==> config.mk <==
export PLATFORM = sky130hd
export DESIGN_NAME = dual_timer
export DESIGN_NICKNAME = d
export VERILOG_FILES = /design/src/dual_timer_pkg.sv /design/src/dual_timer.sv
export SDC_FILE = /design/constraint.sdc
export NUM_CORES = 1
export LEC_CHECK = 0
export BUFFER_PORTS_ARGS = -buffer_cell sky130_fd_sc_hd__buf_4
export CORE_MARGIN = 2
export CORE_UTILIZATION = 47
export CTS_CLUSTER_DIAMETER = 80
export DETAILED_ROUTE_END_ITERATION = 10
export PLACE_DENSITY = 0.72
export SYNTH_ARGS = -nofsm -noshare
export SYNTH_HDL_FRONTEND = slang
export SYNTH_SLANG_ARGS = --single-unit
==> constraint.sdc <==
create_clock -name aclk -period 2.6 [get_ports aclk]
set_clock_uncertainty 0.15 [all_clocks]
set_input_delay 0.26 -clock aclk [delete_from_list [all_inputs] [get_ports aclk]]
set_output_delay 0.26 -clock aclk [all_outputs]
set_load 0.03 [all_outputs]
==> src/dual_timer_pkg.sv <==
// Purpose: constants for the dual timer with clock select
// Assumes: AXI4-Lite, printed offsets are register indices (byte address = 4 * index)
// Notes: register indices, control bit positions, reset values and divider limits
`default_nettype none
package dual_timer_pkg;
  localparam logic [7:0] IDX_SYSCLK = 8'h0F;
  localparam logic [7:0] IDX_T0_RELOAD = 8'h10;
  localparam logic [7:0] IDX_T0_CTRL = 8'h11;
  localparam logic [7:0] IDX_T1_COUNT = 8'h12;
  localparam logic [7:0] IDX_T1_RELOAD = 8'h13;
  localparam logic [7:0] IDX_T1_CTRL = 8'h14;
  localparam logic [7:0] IDX_T0_COUNT = 8'h20;
  localparam logic [7:0] IDX_IRQ_STATUS = 8'h21;
  localparam logic [7:0] IDX_IRQ_MASK = 8'h22;
  localparam int BIT_FAST_HALT = 3;
  localparam int BIT_SRC_SEL = 2;
  localparam int BIT_T_HALT = 6;
  localparam int BIT_T0_EDGE = 5;
  localparam int BIT_T0_SRC = 4;
  localparam int BIT_IRQ_T0 = 0;
  localparam int BIT_IRQ_T1 = 1;
  localparam logic [7:0] SYSCLK_RESET = 8'h0B;
  localparam logic [7:0] ZERO8 = 8'h00;
  localparam logic [1:0] RESP_OKAY = 2'h0;
  localparam logic [1:0] RESP_SLVERR = 2'h2;
  localparam logic [3:0] T1_DIV_MAX_CODE = 4'h8;
  localparam logic [7:0] COUNT_TOP = 8'hFF;
  localparam logic [2:0] SYS_LIM_DIV8 = 3'h7;
  localparam logic [2:0] SYS_LIM_DIV4 = 3'h3;
  localparam logic [2:0] SYS_LIM_DIV2 = 3'h1;
  localparam logic [2:0] SYS_LIM_DIV1 = 3'h0;
endpackage : dual_timer_pkg
`default_nettype wire

==> src/dual_timer.sv <==
// Purpose: two 8-bit reload timers with prescalers and system clock selection
// Assumes: slow_clk_tick and fast_clk_tick are one-cycle enables of the slow and fast sources
// Notes: registers over AXI4-Lite, sticky overflow flags with mask and one irq output
`default_nettype none
module dual_timer (
  input wire logic aclk,
  input wire logic aresetn,
  input wire logic [11:0] s_axi_awaddr,
  input wire logic s_axi_awvalid,
  output logic s_axi_awready,
  input wire logic [31:0] s_axi_wdata,
  input wire logic [3:0] s_axi_wstrb,
  input wire logic s_axi_wvalid,
  output logic s_axi_wready,
  output logic [1:0] s_axi_bresp,
  output logic s_axi_bvalid,
  input wire logic s_axi_bready,
  input wire logic [11:0] s_axi_araddr,
  input wire logic s_axi_arvalid,
  output logic s_axi_arready,
  output logic [31:0] s_axi_rdata,
  output logic [1:0] s_axi_rresp,
  output logic s_axi_rvalid,
  input wire logic s_axi_rready,
  input wire logic slow_clk_tick,
  input wire logic fast_clk_tick,
  input wire logic t0_external_clock_pin,
  output logic fast_osc_enable,
  output logic sys_tick,
  output logic irq
);
  logic [7:0] sysclk_q;
  logic [7:0] t0_reload_q;
  logic [7:0] t0_ctrl_q;
  logic [7:0] t0_count_q;
  logic [7:0] t1_count_q;
  logic [7:0] t1_reload_q;
  logic [7:0] t1_ctrl_q;
  logic [1:0] irq_status_q;
  logic [1:0] irq_mask_q;

  // write channel capture
  logic aw_held_q;
  logic w_held_q;
  logic [9:0] aw_idx_q;
  logic [31:0] wdata_q;
  logic wstrb0_q;
  logic wr_fire;
  logic [7:0] wr_idx;
  logic wr_ok;
  logic wr_hit;

  assign s_axi_awready = !aw_held_q && !s_axi_bvalid;
  assign s_axi_wready = !w_held_q && !s_axi_bvalid;
  assign wr_fire = aw_held_q && w_held_q && !s_axi_bvalid;
  assign wr_idx = aw_idx_q[7:0];
  assign wr_ok = (aw_idx_q[9:8] == 2'h0) && ((wr_idx >= dual_timer_pkg::IDX_SYSCLK &&
    wr_idx <= dual_timer_pkg::IDX_T1_CTRL) || (wr_idx >= dual_timer_pkg::IDX_T0_COUNT &&
    wr_idx <= dual_timer_pkg::IDX_IRQ_MASK));
  assign wr_hit = wr_fire && wstrb0_q;

  always_ff @(posedge aclk) begin
    if (!aresetn) begin
      aw_held_q <= 1'b0;
      w_held_q <= 1'b0;
      aw_idx_q <= 10'h000;
      wdata_q <= 32'h00000000;
      wstrb0_q <= 1'b0;
      s_axi_bvalid <= 1'b0;
      s_axi_bresp <= dual_timer_pkg::RESP_OKAY;
    end else begin
      if (s_axi_awvalid && s_axi_awready) begin
        aw_held_q <= 1'b1;
        aw_idx_q <= s_axi_awaddr[11:2];
      end
      if (s_axi_wvalid && s_axi_wready) begin
        w_held_q <= 1'b1;
        wdata_q <= s_axi_wdata;
        wstrb0_q <= s_axi_wstrb[0];
      end
      if (wr_fire) begin
        aw_held_q <= 1'b0;
        w_held_q <= 1'b0;
        s_axi_bvalid <= 1'b1;
        s_axi_bresp <= wr_ok ? dual_timer_pkg::RESP_OKAY : dual_timer_pkg::RESP_SLVERR;
      end else if (s_axi_bready) begin
        s_axi_bvalid <= 1'b0;
      end
    end
  end

  function automatic logic wsel(input logic [7:0] idx);
    wsel = wr_hit && (wr_idx == idx) && (aw_idx_q[9:8] == 2'h0);
  endfunction : wsel

  // control registers
  always_ff @(posedge aclk) begin
    if (!aresetn) begin
      sysclk_q <= dual_timer_pkg::SYSCLK_RESET;
      t0_reload_q <= dual_timer_pkg::ZERO8;
      t0_ctrl_q <= dual_timer_pkg::ZERO8;
      t1_reload_q <= dual_timer_pkg::ZERO8;
      t1_ctrl_q <= dual_timer_pkg::ZERO8;
      irq_mask_q <= 2'h0;
    end else begin
      if (wsel(dual_timer_pkg::IDX_SYSCLK)) sysclk_q <= {4'h0, wdata_q[3:0]};
      if (wsel(dual_timer_pkg::IDX_T0_RELOAD)) t0_reload_q <= wdata_q[7:0];
      if (wsel(dual_timer_pkg::IDX_T0_CTRL)) t0_ctrl_q <= {1'b0, wdata_q[6:0]};
      if (wsel(dual_timer_pkg::IDX_T1_RELOAD)) t1_reload_q <= wdata_q[7:0];
      if (wsel(dual_timer_pkg::IDX_T1_CTRL)) t1_ctrl_q <= {1'b0, wdata_q[6:0]};
      if (wsel(dual_timer_pkg::IDX_IRQ_MASK)) irq_mask_q <= wdata_q[1:0];
    end
  end

  // system clock: source select, fast halt gates fast ticks, then divide
  logic src_tick;
  logic [2:0] sys_div_q;
  logic [2:0] sys_div_lim;
  assign fast_osc_enable = !sysclk_q[dual_timer_pkg::BIT_FAST_HALT];
  assign src_tick = sysclk_q[dual_timer_pkg::BIT_SRC_SEL] ?
    (fast_clk_tick && fast_osc_enable) : slow_clk_tick;
  always_comb begin
    case (sysclk_q[1:0])
      2'h0: sys_div_lim = dual_timer_pkg::SYS_LIM_DIV8;
      2'h1: sys_div_lim = dual_timer_pkg::SYS_LIM_DIV4;
      2'h2: sys_div_lim = dual_timer_pkg::SYS_LIM_DIV2;
      default: sys_div_lim = dual_timer_pkg::SYS_LIM_DIV1;
    endcase
  end
  always_ff @(posedge aclk) begin
    if (!aresetn) begin
      sys_div_q <= 3'h0;
      sys_tick <= 1'b0;
    end else begin
      sys_tick <= 1'b0;
      if (src_tick) begin
        if (sys_div_q >= sys_div_lim) begin
          sys_div_q <= 3'h0;
          sys_tick <= 1'b1;
        end else begin
          sys_div_q <= sys_div_q + 3'h1;
        end
      end
    end
  end

  // system clock over two, shared by both timers
  logic half_q;
  logic half_tick;
  always_ff @(posedge aclk) begin
    if (!aresetn) half_q <= 1'b0;
    else if (sys_tick) half_q <= !half_q;
  end
  assign half_tick = sys_tick && half_q;

  // timer0 external pin edge detect
  logic pin_q;
  logic pin_edge;
  always_ff @(posedge aclk) begin
    if (!aresetn) pin_q <= 1'b0;
    else pin_q <= t0_external_clock_pin;
  end
  assign pin_edge = t0_ctrl_q[dual_timer_pkg::BIT_T0_EDGE] ?
    (pin_q && !t0_external_clock_pin) : (!pin_q && t0_external_clock_pin);

  logic [1:0] pre_in;
  logic [3:0] pre_code [2];
  logic [1:0] timer_tick;
  logic [1:0] ovf;
  assign pre_in[0] = t0_ctrl_q[dual_timer_pkg::BIT_T0_SRC] ? pin_edge : half_tick;
  assign pre_in[1] = half_tick;
  assign pre_code[0] = {1'b0, t0_ctrl_q[2:0]};
  assign pre_code[1] = t1_ctrl_q[3] ? dual_timer_pkg::T1_DIV_MAX_CODE : t1_ctrl_q[3:0];

  // per-timer prescaler: divide by 2**code
  genvar g;
  generate
    for (g = 0; g < 2; g++) begin : g_pre
      logic [7:0] cnt_q;
      logic tick_q;
      logic [8:0] lim;
      assign lim = 9'h001 << pre_code[g];
      assign timer_tick[g] = tick_q;
      always_ff @(posedge aclk) begin
        if (!aresetn) begin
          cnt_q <= 8'h00;
          tick_q <= 1'b0;
        end else begin
          tick_q <= 1'b0;
          if (pre_in[g]) begin
            if ({1'b0, cnt_q} >= lim - 9'h001) begin
              cnt_q <= 8'h00;
              tick_q <= 1'b1;
            end else begin
              cnt_q <= cnt_q + 8'h01;
            end
          end
        end
      end
    end
  endgenerate

  logic t0_run;
  logic t1_run;
  assign t0_run = timer_tick[0] && !t0_ctrl_q[dual_timer_pkg::BIT_T_HALT];
  assign t1_run = timer_tick[1] && !t1_ctrl_q[dual_timer_pkg::BIT_T_HALT];
  assign ovf[0] = t0_run && (t0_count_q == dual_timer_pkg::COUNT_TOP);
  assign ovf[1] = t1_run && (t1_count_q == dual_timer_pkg::COUNT_TOP);

  // counters reload on overflow; a software write of t1_count wins
  always_ff @(posedge aclk) begin
    if (!aresetn) begin
      t0_count_q <= dual_timer_pkg::ZERO8;
      t1_count_q <= dual_timer_pkg::ZERO8;
    end else begin
      if (ovf[0]) t0_count_q <= t0_reload_q;
      else if (t0_run) t0_count_q <= t0_count_q + 8'h01;
      if (wsel(dual_timer_pkg::IDX_T1_COUNT)) t1_count_q <= wdata_q[7:0];
      else if (ovf[1]) t1_count_q <= t1_reload_q;
      else if (t1_run) t1_count_q <= t1_count_q + 8'h01;
    end
  end

  // sticky flags, write one clears, set wins
  logic [1:0] clr;
  // written out in full: a function reading module state would not wake a continuous assign
  assign clr = (wr_hit && (wr_idx == dual_timer_pkg::IDX_IRQ_STATUS) &&
    (aw_idx_q[9:8] == 2'h0)) ? wdata_q[1:0] : 2'h0;
  always_ff @(posedge aclk) begin
    if (!aresetn) irq_status_q <= 2'h0;
    else irq_status_q <= (irq_status_q & ~clr) | ovf;
  end
  assign irq = |(irq_status_q & irq_mask_q);

  // read channel
  logic [7:0] rd_val;
  logic rd_ok;
  always_comb begin
    rd_ok = (s_axi_araddr[11:10] == 2'h0);
    case (s_axi_araddr[9:2])
      dual_timer_pkg::IDX_SYSCLK: rd_val = sysclk_q;
      dual_timer_pkg::IDX_T0_RELOAD: rd_val = t0_reload_q;
      dual_timer_pkg::IDX_T0_CTRL: rd_val = t0_ctrl_q;
      dual_timer_pkg::IDX_T1_COUNT: rd_val = t1_count_q;
      dual_timer_pkg::IDX_T1_RELOAD: rd_val = t1_reload_q;
      dual_timer_pkg::IDX_T1_CTRL: rd_val = t1_ctrl_q;
      dual_timer_pkg::IDX_T0_COUNT: rd_val = t0_count_q;
      dual_timer_pkg::IDX_IRQ_STATUS: rd_val = {6'h00, irq_status_q};
      dual_timer_pkg::IDX_IRQ_MASK: rd_val = {6'h00, irq_mask_q};
      default: begin
        rd_val = 8'h00;
        rd_ok = 1'b0;
      end
    endcase
  end
  assign s_axi_arready = !s_axi_rvalid;
  always_ff @(posedge aclk) begin
    if (!aresetn) begin
      s_axi_rvalid <= 1'b0;
      s_axi_rdata <= 32'h00000000;
      s_axi_rresp <= dual_timer_pkg::RESP_OKAY;
    end else if (s_axi_arvalid && s_axi_arready) begin
      s_axi_rvalid <= 1'b1;
      s_axi_rdata <= {24'h000000, rd_val};
      s_axi_rresp <= rd_ok ? dual_timer_pkg::RESP_OKAY : dual_timer_pkg::RESP_SLVERR;
    end else if (s_axi_rready) begin
      s_axi_rvalid <= 1'b0;
    end
  end

  // assertions
  property p_fast_halt;
    @(posedge aclk) disable iff (!aresetn)
      sysclk_q[dual_timer_pkg::BIT_FAST_HALT] && sysclk_q[dual_timer_pkg::BIT_SRC_SEL]
        |=> !sys_tick;
  endproperty
  a_fast_halt: assert property (p_fast_halt) else $error("fast osc runs while halted");
  property p_src;
    @(posedge aclk) disable iff (!aresetn)
      (sysclk_q[2] == 1'b0 && !slow_clk_tick) |=> !sys_tick;
  endproperty
  a_src: assert property (p_src) else $error("sys tick without slow tick");
  property p_div1;
    @(posedge aclk) disable iff (!aresetn)
      (sysclk_q[1:0] == 2'h3 && src_tick) |=> sys_tick;
  endproperty
  a_div1: assert property (p_div1) else $error("divide by one missed");
  property p_reload;
    @(posedge aclk) disable iff (!aresetn) ovf[0] |=> (t0_count_q == $past(t0_reload_q));
  endproperty
  a_reload: assert property (p_reload) else $error("timer0 reload wrong");
  property p_ext;
    @(posedge aclk) disable iff (!aresetn)
      t0_ctrl_q[dual_timer_pkg::BIT_T0_SRC] && !pin_edge |=> !timer_tick[0];
  endproperty
  a_ext: assert property (p_ext) else $error("timer0 counts without pin edge");
  property p_t1_src;
    @(posedge aclk) disable iff (!aresetn) !half_tick |=> !timer_tick[1];
  endproperty
  a_t1_src: assert property (p_t1_src) else $error("timer1 tick without source");
  property p_t0_flag;
    @(posedge aclk) disable iff (!aresetn) ovf[0] |=> irq_status_q[dual_timer_pkg::BIT_IRQ_T0];
  endproperty
  a_t0_flag: assert property (p_t0_flag) else $error("timer0 flag not set");
  property p_t1_flag;
    @(posedge aclk) disable iff (!aresetn) ovf[1] |=> irq_status_q[dual_timer_pkg::BIT_IRQ_T1];
  endproperty
  a_t1_flag: assert property (p_t1_flag) else $error("timer1 flag not set");
  property p_halt;
    @(posedge aclk) disable iff (!aresetn)
      t0_ctrl_q[dual_timer_pkg::BIT_T_HALT] |=> $stable(t0_count_q);
  endproperty
  a_halt: assert property (p_halt) else $error("halted timer0 moved");
  c_t0_ovf: cover property (@(posedge aclk) disable iff (!aresetn) ovf[0]);
  c_t1_ovf: cover property (@(posedge aclk) disable iff (!aresetn) ovf[1]);
  c_irq: cover property (@(posedge aclk) disable iff (!aresetn) irq);
endmodule : dual_timer
`default_nettype wire

Word-level counts from Yosys, hierarchy flattened
Cells that the tools add are included.
{ "word_totals": {"register_bits": 113, "out_inout_bits": 44, "wordCells": 153} }
{ "classes": {"add_sub_neg": 7, "order_cmp": 7, "eq_ne": 21, "shift": 2, "mux": 25, "n_bitwise": 5, "reduce_logical": 59} }
{ "ops": {"columns": ["operator", "count"], "rows": [
  ["8-bit by 5-bit == test with 1-bit output, second input constant", 10],
  ["8-bit case mux with 9 select lines", 1],
  ["8-bit two-way mux", 7],
  ["8-bit by 6-bit == test with 1-bit output, second input constant", 5],
  ["1-bit logical AND", 35],
  ["8-bit by 1-bit adder with 8-bit output, second input constant", 4],
  ["8-bit by 9-bit >= comparator with 1-bit output", 2],
  ["9-bit by 1-bit subtractor with 9-bit output, second input constant", 2],
  ["8-bit by 4-bit == test with 1-bit output, second input constant", 2],
  ["8-bit == test, second input constant", 2],
  ["1-bit two-way mux", 11],
  ["1-bit zero test", 10],
  ["3-bit case mux with 3 select lines", 1],
  ["9-bit OR reduction", 1],
  ["1-bit by 3-bit << shifter with 9-bit output, first input constant", 1],
  ["1-bit by 4-bit << shifter with 9-bit output, first input constant", 1],
  ["8-bit by 4-bit >= comparator with 1-bit output, second input constant", 1],
  ["8-bit by 6-bit >= comparator with 1-bit output, second input constant", 1],
  ["8-bit by 5-bit <= comparator with 1-bit output, second input constant", 1],
  ["8-bit by 6-bit <= comparator with 1-bit output, second input constant", 1],
  ["2-bit zero test", 3],
  ["2-bit two-way mux", 3],
  ["2-bit AND reduction", 3],
  ["2-bit nonzero test", 3],
  ["13 further kinds", 15]
]} }

Longest topological paths before layout
{ "depth": {"word_depth": 9, "depth_mapped": 11} }

Worst setup path before layout
Ideal clock, no wire load.
{ "synth_timing": {"path_kind": "register -> register", "from": "reg t1_ctrl_q[0]", "to": "reg g_pre[1].cnt_q[0]", "setup_ns": 0.142, "arrival_ns": 2.378, "t_required_ns": 2.308, "path_slack_ns": -0.071, "path_stages_with_launch": 11, "n_path_buf": 1, "synth_period_minus_slack_ns": 2.671, "path_cell_list": "dfxtp_1 -> clkbuf_1 -> or4_1 -> ha_1 -> nor3_1 -> a21o_1 -> a32oi_1 -> ha_1 -> nand2_1 -> a31oi_1 -> a21oi_1"} }
{ "synth_between": {"elab_chain_len": 5} }
{ "synth_lines": {"columns": ["item", "line_no", "rtl"], "rows": [
  ["start, declared", "dual_timer.sv:38", "logic [7:0] t1_ctrl_q;"],
  ["start signal, assigned", "dual_timer.sv:103", "t1_ctrl_q <= dual_timer_pkg::ZERO8;"],
  ["start signal, assigned", "dual_timer.sv:110", "if (wsel(dual_timer_pkg::IDX_T1_CTRL)) t1_ctrl_q <= {1'b0, wdata_q[6:0]};"],
  ["4-bit two-way mux", "dual_timer.sv:173", "assign pre_code[1] = t1_ctrl_q[3] ? dual_timer_pkg::T1_DIV_MAX_CODE : t1_ctrl_q[3:0];"],
  ["1-bit by 4-bit << shifter with 9-bit output", "dual_timer.sv:182", "assign lim = 9'h001 << pre_code[g];"],
  ["9-bit by 1-bit subtractor with 9-bit output", "dual_timer.sv:191", "if ({1'b0, cnt_q} >= lim - 9'h001) begin"],
  ["8-bit by 9-bit >= comparator with 1-bit output", "dual_timer.sv:191", null],
  ["8-bit two-way mux", "dual_timer.sv:191", null],
  ["end signal, assigned", "dual_timer.sv:195", "cnt_q <= cnt_q + 8'h01;"],
  ["end, declared", "dual_timer.sv:179", "logic [7:0] cnt_q;"]
]} }
No other way between the ends.
A chain may end at the register's enable or synchronous reset.

Worst setup path after layout
{ "layout_timing": {"from": "reg t1_ctrl_q[2]", "to": "reg g_pre[1].cnt_q[2]"} }
Same word-level chain as after synthesis.

==> metrics.txt <==
# TYPE chip_impl_metric gauge
chip_impl_info{name="outcome",value="finished clean"} 1
chip_impl_metric{name="cts_sinks",unit=""} 111
chip_impl_metric{name="finalCriticalPeriod",unit="ns"} 2.60
chip_impl_metric{name="finalHoldViolations",unit=""} 0
chip_impl_metric{name="final_setup_violation_count",unit=""} 0
chip_impl_metric{name="total_via_count_in_the_routed_design",unit=""} 5023
chip_impl_metric{name="detailroute.wirelength.met3",unit="um"} 756
chip_impl_metric{name="yosysSeqAreaShare",unit=""} 0.359
chip_impl_info{name="yosys-top-cells-count",value="sky130_fd_sc_hd__dfxtp_1 (111), sky130_fd_sc_hd__nand2_1 (62), sky130_fd_sc_hd__nor2b_1 (60)"} 1
chip_impl_metric{name="grt-ovfl-total",unit=""} 0
chip_impl_metric{name="top_level_ports",unit=""} 114
chip_impl_info{name="synth.top_cells.by_area",value="sky130_fd_sc_hd__dfxtp_1 (36%), sky130_fd_sc_hd__mux2i_1 (9.2%), sky130_fd_sc_hd__nor2b_1 (6.1%), sky130_fd_sc_hd__ha_1 (5.1%), sky130_fd_sc_hd__nand2_1 (3.8%)"} 1
chip_impl_metric{name="placement.cell_area",unit="um2"} 6670
chip_impl_info{name="highest-signal-layer",value="met4"} 1
chip_impl_info{name="synth_ff_type",value="sky130_fd_sc_hd__dfxtp_1"} 1
chip_impl_metric{name="clkLatencyLatePin",unit="ns"} 0.36
chip_impl_info{name="worstHoldEndpoint",value="aw_idx_q[9]"} 1
chip_impl_info{name="hold_start",value="s_axi_awaddr[11]"} 1
chip_impl_metric{name="yosysWarnings",unit=""} 0
chip_impl_metric{name="post-route-cell-area",unit="um2"} 7140
chip_impl_metric{name="wl_met1",unit="um"} 6630
chip_impl_metric{name="row_count",unit=""} 41
chip_impl_metric{name="slew_headroom",unit=""} 0.527
chip_impl_metric{name="pwr_density_cell",unit="nW/um2"} 488
chip_impl_info{name="grt_setup_unrepaired",value="yes"} 1
chip_impl_metric{name="fin_crit_sh",unit=""} 0.999
chip_impl_metric{name="placement.io_buffers",unit=""} 56
chip_impl_metric{name="fp.coreArea",unit="um2"} 12700
chip_impl_info{name="most_common_cell_in_the_synthesized_netlist",value="sky130_fd_sc_hd__dfxtp_1"} 1
chip_impl_metric{name="total_cts_buffers",unit=""} 9
chip_impl_metric{name="met2RoutedLength",unit="um"} 6570
chip_impl_metric{name="number_of_synthesized_flops_with_an_enable_pin",unit=""} 0
chip_impl_metric{name="diode_insertion_count_for_antenna_repair",unit=""} 0
chip_impl_metric{name="rr_worst_depth",unit=""} 9
chip_impl_metric{name="nets",unit=""} 829
chip_impl_metric{name="grt.total_usage",unit=""} 0.204
chip_impl_metric{name="design.die.area",unit="um2"} 14100
chip_impl_info{name="critical_register_to_register_path_startpoint",value="t1_ctrl_q[2]"} 1
chip_impl_metric{name="tns",unit="ns"} 0
chip_impl_metric{name="h-tree-depth",unit=""} 3
chip_impl_metric{name="holdPathStages",unit=""} 3
chip_impl_metric{name="crit_path_max_fanout",unit=""} 8
chip_impl_metric{name="timing_worst_slew_pin_value",unit="ns"} 0.709
chip_impl_metric{name="cap_violations",unit=""} 0
chip_impl_metric{name="async_flop_share",unit=""} 0
chip_impl_metric{name="die_height",unit="um"} 119
chip_impl_metric{name="timing.fmax",unit="MHz"} 385
chip_impl_metric{name="wire_per_inst",unit="um"} 15.7
chip_impl_metric{name="syn_area",unit="um2"} 6180
chip_impl_metric{name="ir_worst_vdd",unit="mV"} 0.325
chip_impl_info{name="worst_setup_path_category",value="flop to flop"} 1
chip_impl_info{name="cts_tree",value="yes"} 1
chip_impl_metric{name="postLayoutCoreUtil",unit=""} 0.561
chip_impl_metric{name="drc",unit=""} 0
chip_impl_metric{name="timing_max_transition_violations_final",unit=""} 0
chip_impl_info{name="critical_path_startpoint_category",value="flop"} 1
chip_impl_metric{name="worstPathRequired",unit="ns"} 2.74
chip_impl_metric{name="syn_inst_count",unit=""} 680
chip_impl_metric{name="grt_max_degree",unit=""} 77
chip_impl_metric{name="flop_and_latch_count_out_of_synthesis",unit=""} 111
chip_impl_info{name="worst_r2r_endpoint",value="g_pre[1].cnt_q[2]"} 1
chip_impl_metric{name="fillCellCount",unit=""} 1137
chip_impl_metric{name="max-clock-path-buffers",unit=""} 2
chip_impl_info{name="hp-class",value="primary input to flop"} 1
chip_impl_metric{name="regToRegSetupSlack",unit="ns"} 0.003
chip_impl_info{name="synth.largest_area_cell",value="sky130_fd_sc_hd__dfxtp_1"} 1
chip_impl_metric{name="drt_iter0_drc",unit=""} 579
chip_impl_metric{name="drt_wl_total",unit="um"} 14300
chip_impl_info{name="clock-root-buffer",value="sky130_fd_sc_hd__clkbuf_16"} 1
chip_impl_metric{name="fp.dieW",unit="um"} 119
chip_impl_metric{name="drive_gt1_frac",unit=""} 0.158
chip_impl_metric{name="number_of_vias_per_cell_after_detailed_routing",unit=""} 5.51
chip_impl_metric{name="start_util",unit=""} 0.486
chip_impl_metric{name="drt.antenna.violating_nets",unit=""} 0
chip_impl_metric{name="antenna_found_initial",unit=""} 0
chip_impl_metric{name="synthesis.area_per_instance",unit="um2"} 9.09
chip_impl_metric{name="worstPathArrival",unit="ns"} 2.74
chip_impl_metric{name="cell_variety_after_synth",unit=""} 69
chip_impl_metric{name="synth_top_area_share",unit=""} 0.359
chip_impl_metric{name="power.leakage",unit="nW"} 2.85
chip_impl_metric{name="first_global_vias",unit=""} 4738
chip_impl_metric{name="syn_to_final_growth",unit="%"} 15.4
chip_impl_metric{name="wire_length_of_the_first_global_routing_pass",unit="um"} 23300
chip_impl_metric{name="detailed_place_hpwl",unit="um"} 10400
chip_impl_info{name="end_kind",value="flop"} 1
chip_impl_metric{name="routability_congestion",unit=""} 0.955
chip_impl_metric{name="drt_first_pass_iters",unit=""} 6
chip_impl_metric{name="clk_pin_slew",unit="ns"} 0.07
-- layer usage --
layer,track usage,up-vias
met5,0,-
met4,0.0990,0
met3,0.0401,23
met2,0.309,160
met1,0.278,2347
li1,-,2493
-- kinds of logic after synthesis --
kind of cell	share of synthesized area
muxes	0.114
other	0.00121
buffers and inverters	0.0585
DFF	0.359
xor gates and xnor gates	0.0255
and+or+nand+nor	0.244
adders and majority gates	0.0506
AOI/OAI and AO/OA	0.147
-- worst max path at each step --
stage / start / end / slack (ns) / depth (start not counted)
final: t1_ctrl_q[2] / g_pre[1].cnt_q[2] / 0.003 / 9
after global routing: t1_ctrl_q[2] / g_pre[1].cnt_q[5] / -0.1 / 9
after CTS: t1_ctrl_q[0] / g_pre[1].cnt_q[7] / 0.0003 / 7
after detailed placement: t1_ctrl_q[0] / g_pre[1].cnt_q[7] / -0.04 / 9
after global placement: t1_ctrl_q[0] / g_pre[1].cnt_q[7] / 0.05 / 9
after floorplan: t1_ctrl_q[0] / g_pre[1].cnt_q[0] / 0.02 / 10
-- flip-flops by register name, indices dropped and copies added, names as in the netlist, 2 cells and up --
name          count
wdata_q           8
t0_reload_q       8
t1_reload_q       8
t1_ctrl_q         7
t1_count_q        8
irq_status_q      2
g_pre.tick_q      2
aw_idx_q         10
irq_mask_q        2
t0_count_q        8
g_pre.cnt_q      16
sysclk_q          4
sys_div_q         3
s_axi_rdata       8
t0_ctrl_q         7
-- cell type report --
cell class | count | area, um2 | share of cell area
well taps | 172 | 215 | 0.0302
multi-input cells | 527 | 3790 | 0.531
flip-flops and latches | 111 | 2220 | 0.311
inverters | 11 | 41.3 | 0.00579
clock inverters | 5 | 40.0 | 0.00561
repair buffers | 74 | 586 | 0.0820
clock buffers | 11 | 243 | 0.0340
-- critical path, cell delays in order, from the launching register on --
cell	delay, ns
sky130_fd_sc_hd__dfxtp_1	0.32
sky130_fd_sc_hd__or4_4	0.56
sky130_fd_sc_hd__ha_4	0.19
sky130_fd_sc_hd__a21o_1	0.19
sky130_fd_sc_hd__a32oi_2	0.25
sky130_fd_sc_hd__ha_2	0.30
sky130_fd_sc_hd__nand2_1	0.12
sky130_fd_sc_hd__a31oi_4	0.11
sky130_fd_sc_hd__buf_12	0.19
sky130_fd_sc_hd__a21oi_1	0.15
-- where the power goes --
group          total, W  switching (W)  internal (W)
sequential      0.00179      0.0000533       0.00173
clock           0.00134       0.000656      0.000688
combinational  0.000352       0.000202      0.000150
total           0.00348       0.000912       0.00257
-- through the flow --
stage | power (W) | worst slack [ns] | hold slack, ns | instances
2_1_floorplan | 0.00208 | 0.0242 | 0.232 | 705
4_1_cts | 0.00351 | 0.000260 | 0.000519 | 908
3_5_place_dp | 0.00216 | -0.0449 | 0.311 | 885
5_1_grt | 0.00362 | -0.0998 | 0.0150 | 911
3_3_place_gp | 0.00215 | 0.0530 | 0.305 | 885
6_report | 0.00348 | 0.00333 | 0.00528 | 911
-- repair_timing --
| action | 4_1_cts | 5_1_grt |
|---|---|---|
| setup endpoints to repair | 8 | 9 |
| pin swaps | 0 | 8 |
| resized for setup | 3 | 12 |
| endpoints found under the hold margin | 6 | 0 |
| hold buffers | 7 | 0 |
| buffers inserted | 0 | 3 |
-- cell usage in the layout (no fill, tap or decap), types with 7 or more instances in the layout --
cell type | synthesis | final
sky130_fd_sc_hd__dfxtp_1 | 111 | 111
sky130_fd_sc_hd__buf_4 | 26 | 66
sky130_fd_sc_hd__nand2_1 | 62 | 62
sky130_fd_sc_hd__nor2b_1 | 60 | 60
sky130_fd_sc_hd__mux2i_1 | 57 | 57
sky130_fd_sc_hd__nand3_1 | 33 | 33
sky130_fd_sc_hd__nor2_1 | 27 | 27
sky130_fd_sc_hd__conb_1 | 2 | 27
sky130_fd_sc_hd__a21oi_1 | 30 | 23
sky130_fd_sc_hd__o21ai_0 | 23 | 23
sky130_fd_sc_hd__ha_1 | 25 | 23
sky130_fd_sc_hd__a21boi_1 | 14 | 14
sky130_fd_sc_hd__xor2_1 | 13 | 13
sky130_fd_sc_hd__inv_1 | 11 | 11
sky130_fd_sc_hd__and3_1 | 11 | 11
sky130_fd_sc_hd__nand4_1 | 11 | 11
sky130_fd_sc_hd__nor3_1 | 11 | 10
sky130_fd_sc_hd__nand2b_1 | 9 | 9
sky130_fd_sc_hd__clkbuf_16 | 0 | 9
sky130_fd_sc_hd__a21o_1 | 8 | 8
sky130_fd_sc_hd__and2_1 | 7 | 7
sky130_fd_sc_hd__dlygate4sd3_1 | 0 | 7
Note: power is estimated with default switching activity, not from simulation.
